[config.mk]
export PLATFORM = sky130hd
export DESIGN_NAME = crsup_top
export DESIGN_NICKNAME = d
export VERILOG_FILES = /design/src/design/crsup_pkg.sv /design/src/design/crsup_top.sv
export SDC_FILE = /design/constraint.sdc
export NUM_CORES = 1
export LEC_CHECK = 0
export ABC_AREA = 1
export ABC_CLOCK_PERIOD_IN_PS = 1430
export BUFFER_PORTS_ARGS = -buffer_cell sky130_fd_sc_hd__buf_2
export CORE_MARGIN = 2
export CORE_UTILIZATION = 53
export CTS_CLUSTER_DIAMETER = 40
export DETAILED_ROUTE_END_ITERATION = 16
export HOLD_SLACK_MARGIN = 0.03
export MAX_ROUTING_LAYER = met4
export PLACE_DENSITY = 0.82
export SETUP_SLACK_MARGIN = 0.02
export SKIP_LAST_GASP = 1
export SYNTH_ARGS = -nofsm -noshare
export SYNTH_HDL_FRONTEND = slang
export SYNTH_SLANG_ARGS = --single-unit
[constraint.sdc]
create_clock -name sys_clk -period 1.43 [get_ports sys_clk]
set_input_delay 0.286 -clock sys_clk [delete_from_list [all_inputs] [get_ports sys_clk]]
set_output_delay 0.286 -clock sys_clk [all_outputs]
set_load 0.03 [all_outputs]
[src/design/crsup_pkg.sv]
package crsup_pkg;

  // start-up interval on the internal oscillator
  localparam int unsigned START_CYCLES     = 1024;
  // reset stretch after the reset input returns high
  localparam int unsigned RST_TIMER_CYCLES = 4096;
  // reset input low-time filter
  localparam int unsigned CLK_HZ           = 20_000_000;
  localparam int unsigned RST_FILT_NS      = 1000;
  localparam int unsigned RST_FILT_CYCLES  =
    (RST_FILT_NS * (CLK_HZ / 1_000_000) + 999) / 1000;
  // watchdog timeout default
  localparam int unsigned WDOG_CYCLES      = 65536;
  // external clock loss detection window, in system cycles
  localparam int unsigned XLOSS_CYCLES     = 8;
  // reset values
  localparam logic [23:0] BOOT_ADDR        = 24'h00_0000;

  typedef enum logic [1:0] {
    CRSUP_IF_SPI,
    CRSUP_IF_UART,
    CRSUP_IF_I2C
  } crsup_iface_type;

  typedef enum logic [1:0] {
    CRSUP_CK_START,
    CRSUP_CK_INT,
    CRSUP_CK_EXT
  } crsup_clk_type;

  typedef struct packed {
    logic iface_sel_a;
    logic iface_sel_b;
    logic [1:0] addr;
  } crsup_strap_type;

  typedef struct packed {
    crsup_iface_type iface;
    logic [1:0]      addr;
  } crsup_cfg_type;

endpackage

[src/design/crsup_top.sv]
`timescale 1ns/10ps
`default_nettype none
module crsup_top #(
  parameter int unsigned RST_TIMER = crsup_pkg::RST_TIMER_CYCLES,
  parameter int unsigned WDOG_TMO  = crsup_pkg::WDOG_CYCLES
) (
  // clock and reset
  input  wire logic                      sys_clk,
  input  wire logic                      sys_rst,
  // supply and reset pin
  input  wire logic                      por_ok,
  input  wire logic                      reset_n_pin,
  // oscillator
  input  wire logic                      ext_clk_alive,
  // processor side
  input  wire logic                      wdog_refresh,
  // straps
  input  wire crsup_pkg::crsup_strap_type strap_in,
  // outputs
  output var  logic                      core_rst,
  output var  logic [23:0]               fetch_addr,
  output var  logic                      clk_sel_ext,
  output var  logic                      ext_fail_stat,
  output var  crsup_pkg::crsup_cfg_type  cfg_out
);
  import crsup_pkg::*;

  // counter widths fixed at 16 and 24 bits
  if (RST_TIMER < 2 || RST_TIMER > 65535 ||
      WDOG_TMO < 2 || WDOG_TMO > 65535 * 256) begin
    $error("crsup_top: unsupported counter parameter");
  end

  typedef struct packed {
    logic            rst_s1;
    logic            rst_s2;
    logic [7:0]      filt_cnt;
    logic            ext_req;
    logic [15:0]     rst_cnt;
    logic            core_rst;
    logic [23:0]     wdog_cnt;
    logic            wdog_tmo;
    crsup_clk_type   ck_state;
    logic [10:0]     start_cnt;
    logic [3:0]      loss_cnt;
    logic            sel_ext;
    logic            ext_fail;
    crsup_cfg_type   cfg;
  } crsup_state_type;

  crsup_state_type state_reg;
  crsup_state_type state_next;

  function automatic crsup_iface_type decode_iface(input crsup_strap_type s);
    if (!s.iface_sel_a) begin
      decode_iface = CRSUP_IF_SPI;
    end else if (s.iface_sel_b) begin
      decode_iface = CRSUP_IF_I2C;
    end else begin
      decode_iface = CRSUP_IF_UART;
    end
  endfunction

  logic rst_any;
  assign rst_any = !por_ok || state_reg.ext_req || state_reg.wdog_tmo;

  always_comb begin
    state_next = state_reg;
    // synchroniser, first stage read only by second
    state_next.rst_s1 = reset_n_pin;
    state_next.rst_s2 = state_reg.rst_s1;
    // low-time filter; active low input
    if (!state_reg.rst_s2) begin
      if (state_reg.filt_cnt >= 8'(RST_FILT_CYCLES - 1)) begin
        state_next.ext_req = 1'b1;
      end else begin
        state_next.filt_cnt = state_reg.filt_cnt + 8'h01;
      end
    end else begin
      state_next.filt_cnt = 8'h00;
      state_next.ext_req  = 1'b0;
    end
    // reset timer
    if (rst_any) begin
      state_next.core_rst = 1'b1;
      state_next.rst_cnt  = 16'h0000;
    end else if (state_reg.core_rst) begin
      if (state_reg.rst_cnt == 16'(RST_TIMER - 1)) begin
        state_next.core_rst = 1'b0;
      end else begin
        state_next.rst_cnt = state_reg.rst_cnt + 16'h0001;
      end
    end
    // straps latched while reset is in force
    if (state_reg.core_rst) begin
      state_next.cfg.iface = decode_iface(strap_in);
      state_next.cfg.addr  = strap_in.addr;
    end
    // watchdog, halted in reset
    state_next.wdog_tmo = 1'b0;
    if (state_reg.core_rst || wdog_refresh) begin
      state_next.wdog_cnt = 24'h00_0000;
    end else if (state_reg.wdog_cnt == 24'(WDOG_TMO - 1)) begin
      state_next.wdog_tmo = 1'b1;
      state_next.wdog_cnt = 24'h00_0000;
    end else begin
      state_next.wdog_cnt = state_reg.wdog_cnt + 24'h00_0001;
    end
    // external clock loss monitor
    if (ext_clk_alive) begin
      state_next.loss_cnt = 4'h0;
    end else if (state_reg.loss_cnt != 4'(XLOSS_CYCLES)) begin
      state_next.loss_cnt = state_reg.loss_cnt + 4'h1;
    end
    // clock selector; keeps running through reset input
    case (state_reg.ck_state)
      CRSUP_CK_START: begin
        state_next.sel_ext = 1'b0;
        if (state_reg.start_cnt == 11'(START_CYCLES - 1)) begin
          state_next.ck_state = CRSUP_CK_INT;
        end else begin
          state_next.start_cnt = state_reg.start_cnt + 11'h001;
        end
      end
      CRSUP_CK_INT: begin
        state_next.sel_ext = 1'b0;
        if (ext_clk_alive && state_reg.loss_cnt == 4'h0) begin
          state_next.ck_state = CRSUP_CK_EXT;
          state_next.sel_ext  = 1'b1;
        end
      end
      CRSUP_CK_EXT: begin
        if (state_reg.loss_cnt == 4'(XLOSS_CYCLES)) begin
          state_next.ck_state = CRSUP_CK_INT;
          state_next.sel_ext  = 1'b0;
          state_next.ext_fail = 1'b1;
        end
      end
      default: begin
        state_next.ck_state = CRSUP_CK_START;
      end
    endcase
    // failure flag cleared on new start of external clock
    if (state_reg.ck_state == CRSUP_CK_INT && state_next.ck_state == CRSUP_CK_EXT) begin
      state_next.ext_fail = 1'b0;
    end
    // power-on restarts the start-up interval
    if (!por_ok) begin
      state_next.ck_state  = CRSUP_CK_START;
      state_next.start_cnt = 11'h000;
      state_next.sel_ext   = 1'b0;
    end
  end

  always_ff @(posedge sys_clk) begin
    if (sys_rst) begin
      state_reg           <= '0;
      state_reg.rst_s1    <= 1'b1;
      state_reg.rst_s2    <= 1'b1;
      state_reg.core_rst  <= 1'b1;
      state_reg.ck_state  <= CRSUP_CK_START;
      state_reg.cfg.iface <= CRSUP_IF_SPI;
    end else begin
      state_reg <= state_next;
    end
  end

  // clock select changes only on a registered, single-cycle decision
  assign clk_sel_ext   = state_reg.sel_ext;
  assign core_rst      = state_reg.core_rst;
  assign ext_fail_stat = state_reg.ext_fail;
  assign cfg_out       = state_reg.cfg;
  assign fetch_addr    = BOOT_ADDR;

  // assertions
  a_start_internal: assert property (@(posedge sys_clk) disable iff (sys_rst)
    state_reg.ck_state == CRSUP_CK_START |-> !clk_sel_ext)
    else $error("external clock selected during start-up");
  a_switch_ext: assert property (@(posedge sys_clk) disable iff (sys_rst)
    state_reg.ck_state == CRSUP_CK_INT && ext_clk_alive && state_reg.loss_cnt == 4'h0 && por_ok
    |=> clk_sel_ext)
    else $error("no switch to external clock");
  a_fall_back: assert property (@(posedge sys_clk) disable iff (sys_rst)
    clk_sel_ext && state_reg.loss_cnt == 4'(XLOSS_CYCLES) |=> !clk_sel_ext && ext_fail_stat)
    else $error("no fallback on clock loss");
  a_por_reset: assert property (@(posedge sys_clk) disable iff (sys_rst)
    !por_ok |=> core_rst)
    else $error("supply low without reset");
  a_filter_short: assert property (@(posedge sys_clk) disable iff (sys_rst)
    state_reg.ext_req |-> $past(!state_reg.rst_s2, 1) && $past(!state_reg.rst_s2, 2) &&
    $past(!state_reg.rst_s2, RST_FILT_CYCLES))
    else $error("reset input accepted too early");
  a_hold_timer: assert property (@(posedge sys_clk) disable iff (sys_rst)
    $fell(core_rst) |-> state_reg.rst_cnt == 16'(RST_TIMER - 1) && !state_reg.ext_req)
    else $error("reset released early");
  a_wdog_reset: assert property (@(posedge sys_clk) disable iff (sys_rst)
    state_reg.wdog_tmo |=> core_rst)
    else $error("watchdog timeout without reset");
  a_strap_hold: assert property (@(posedge sys_clk) disable iff (sys_rst)
    !core_rst && !$past(core_rst) |-> $stable(cfg_out))
    else $error("straps changed outside reset");
  a_spi_strap: assert property (@(posedge sys_clk) disable iff (sys_rst)
    core_rst && !strap_in.iface_sel_a |=> cfg_out.iface == CRSUP_IF_SPI)
    else $error("strap a low not SPI");

  c_switch_ext: cover property (@(posedge sys_clk) disable iff (sys_rst) $rose(clk_sel_ext));
  c_fall_back:  cover property (@(posedge sys_clk) disable iff (sys_rst) $rose(ext_fail_stat));
  c_release:    cover property (@(posedge sys_clk) disable iff (sys_rst) $fell(core_rst));
  c_wdog:       cover property (@(posedge sys_clk) disable iff (sys_rst) state_reg.wdog_tmo);

endmodule
`default_nettype wire

==> reports/results.txt <==
die width - 91.2 um
number of global-route vias before repair - 3484
Synth cell types - 31
Die ar. - 0.00832 mm2
final worst slack - -9.46 ps
Clock Sinks - 76
Clk Latency, worst-skew pair - 360 ps
failing checks - negative setup slack
Final Skew - 10.9 ps
post-route ant nets - 0
area delta synth->final - 21.9%
initial DRC count - 170
via/cell ratio - 5.04
busiest metal layer after global routing - met2
Max Cap Violations - 0
Synth Instances - 592
Pwr Total - 0.00426 W
hold_ws - 114 ps
Synthesis Warnings - 0
drt first pass iters - 5
Synth Cell Area - 0.00403 mm2
I/O pin total - 41
htree depth - 3
RSZ-0062 raised after global routing - true
GR Util met2 - 0.391
most area-consuming cells after synthesis - dfxtp_1, nand2_1, nor2_1
element type at the critical path start - flop
I/O Buffers - 16
Synth top area share - 0.378
Final Cycle Share - 1.01
Root Buffer - clkbuf_8
worst reg2reg path depth - 10
cell taking the most area after synthesis - dfxtp_1
endpoints failing hold - 0
total number of vias - 3823
Post-synth EDFFs - 0
max FFs per register - 68
Lkg Pwr - 1.90 nW
CTS Buf Count - 9
ys async rst share - 0
proportion of layout cells with a drive suffix above 1 - 0.237
met3 Track Usage GR - 0.0523
GRT overflow - 0
required time worst endpoint - 1730 ps
Crit. Startpoint - state_reg[49]$_SDFFE_PP0P_
Final min period - 1440 ps
outcome - finished with violations
clk slew on worst S/H paths - 80 ps
GPL Wtd Cong - 0.851
crit path kind - reg2reg
f_max - 0.695 GHz
Starting Density - 0.553
Total Routing Usage GR - 0.222
DRC - 0
DP Worst Slack - -26.4 ps
first-pass GRT wire length - 14800 um
GRT met1 Usage - 0.252
crit path capture - state_reg[55]$_SDFFE_PP0P_
most common cell in the netlist - nand2_1
most frequent cells after synthesis - nand2_1, nor2_1, dfxtp_1
Synth Area per Inst - 6.81 um2
final wirelength - 9220 um
min-delay worst type - in2reg
register area share after synthesis - 0.378
dpl hpwl - 6420 um
number of diodes - 0
worst-path fanout max - 7
FF-to-FF setup slack - -9 ps
type of destination of the critical path - flop
final number of setup-violating endpoints - 1
initial antenna violation count - 0
Final Max Slew Viols - 0
CTS tree - done
Synth Register Bits - 76
Avg WL per Cell - 12.2 um
number of fill cells - 624
Die Y - 91.2 um
core area - 0.00729 mm2
row count - 31
clk buf depth - 2
Main synth FF type - dfxtp_1
hold buffers post-CTS - 0
Arrival @ worst endpoint - 1740 ps
Layout Nets - 674
largest net degree at the start of global routing - 15
capturing point of the worst reg2reg path - state_reg[55]$_SDFFE_PP0P_
reg-to-reg startpoint - state_reg[49]$_SDFFE_PP0P_
IR Drop Worst-Case VDD - 0.000719 V
Pwr Density - 868 mW/mm2
## final cells by class
type                       count  area, um2  share of cell area
multi-input combinational    435       2310               0.470
sequential                    76       1550               0.315
timing repair buffer          59        424              0.0863
inverter                      73        277              0.0563
clock buffer                  10        138              0.0280
tap                           99        124              0.0252
clock inverter                 6       93.8              0.0191
## where the power goes
group / switching [W] / leakage, nW / total (W) / internal [W]
Clock: 0.000855 / 0.119 / 0.00191 / 0.00105
Combinational: 0.000159 / 1.16 / 0.000215 / 0.0000563
Sequential: 0.0000128 / 0.623 / 0.00214 / 0.00213
Total: 0.00103 / 1.90 / 0.00426 / 0.00324
## cell families (layout without fill, tap and decap cells)
| family | after synthesis | after routing | synth area share |
|---|---|---|---|
| AND/OR/NAND/NOR | 320 | 321 | 0.342 |
| buffers and inverters | 105 | 148 | 0.129 |
| flip-flops | 76 | 76 | 0.378 |
| AO/OA/AOI/OAI | 62 | 62 | 0.0798 |
| XOR/XNOR | 18 | 18 | 0.0391 |
| adder cells (fa/ha/maj) | 10 | 10 | 0.0310 |
| other | 1 | 24 | 0.000930 |
## how the worst min path moves through the flow
stage | start | to | slack (ps) | cells past startpoint
5_1_grt | wdog_refresh | state_reg[23]$_SDFF_PP0_ | 110 | 2
6_report | wdog_refresh | state_reg[23]$_SDFF_PP0_ | 110 | 2
4_1_cts | wdog_refresh | state_reg[23]$_SDFF_PP0_ | 110 | 2
3_3_place_gp | state_next[74]$_SDFF_PP1_ | state_reg[74]$_SDFF_PP1_ | 400 | 1
2_1_floorplan | wdog_refresh | state_reg[23]$_SDFF_PP0_ | 360 | 1
3_5_place_dp | state_next[74]$_SDFF_PP1_ | state_reg[74]$_SDFF_PP1_ | 430 | 1
## routing by layer
layer | share of wire | routed length, um
met1 | 0.42 | 3830
met2 | 0.52 | 4840
met3 | 0.040 | 372
met4 | 0.019 | 178
met5 | 0 | 0
## cells in the final DEF, fill, tap and decap left out, types with 4 or more instances in the layout
cell and instances:
o21ai_0 20, nand2_2 8, or2_2 5, buf_4 38
nor2_2 13, ha_1 5, nor3_2 4, nor2_1 87
nand2_1 141, xor2_1 7, dfxtp_2 15, nand4_1 9
inv_2 6, buf_6 5, ha_4 4, xnor2_1 11
nand3_1 25, nand3_2 5, inv_1 66, nor3_1 7
a21oi_1 33, conb_1 24, buf_2 15, clkbuf_8 10
dfxtp_1 59, nand2_4 4
## critical path, cell delays in order, from the launching register on
cell	delay, ps
dfxtp_2	360
ha_4	160
nand3_4	90
nor3_4	210
nand2_2	110
nand2_4	80
buf_6	140
nand2_4	50
o21ai_4	60
nand2_1	70
inv_1	50
## per-stage QoR
step	instances	instance area, um2	TNS [ps]	util
floorplan	615	4170	0	-
global placement	735	4400	0	0.604
detailed placement	735	4400	-222	0.604
CTS	754	4700	0	0.644
global route	758	4910	-1920	0.674
finish	758	4910	-9.46	0.674
## timing repair
item                                   CTS  global route
cloned                                   1             0
setup endpoints to repair               41            51
gates resized for setup                 12            59
pin swaps                                3            16
endpoints found under the hold margin    0             0
buffers inserted                         2             5
Note: power is estimated with default switching activity, not from simulation.
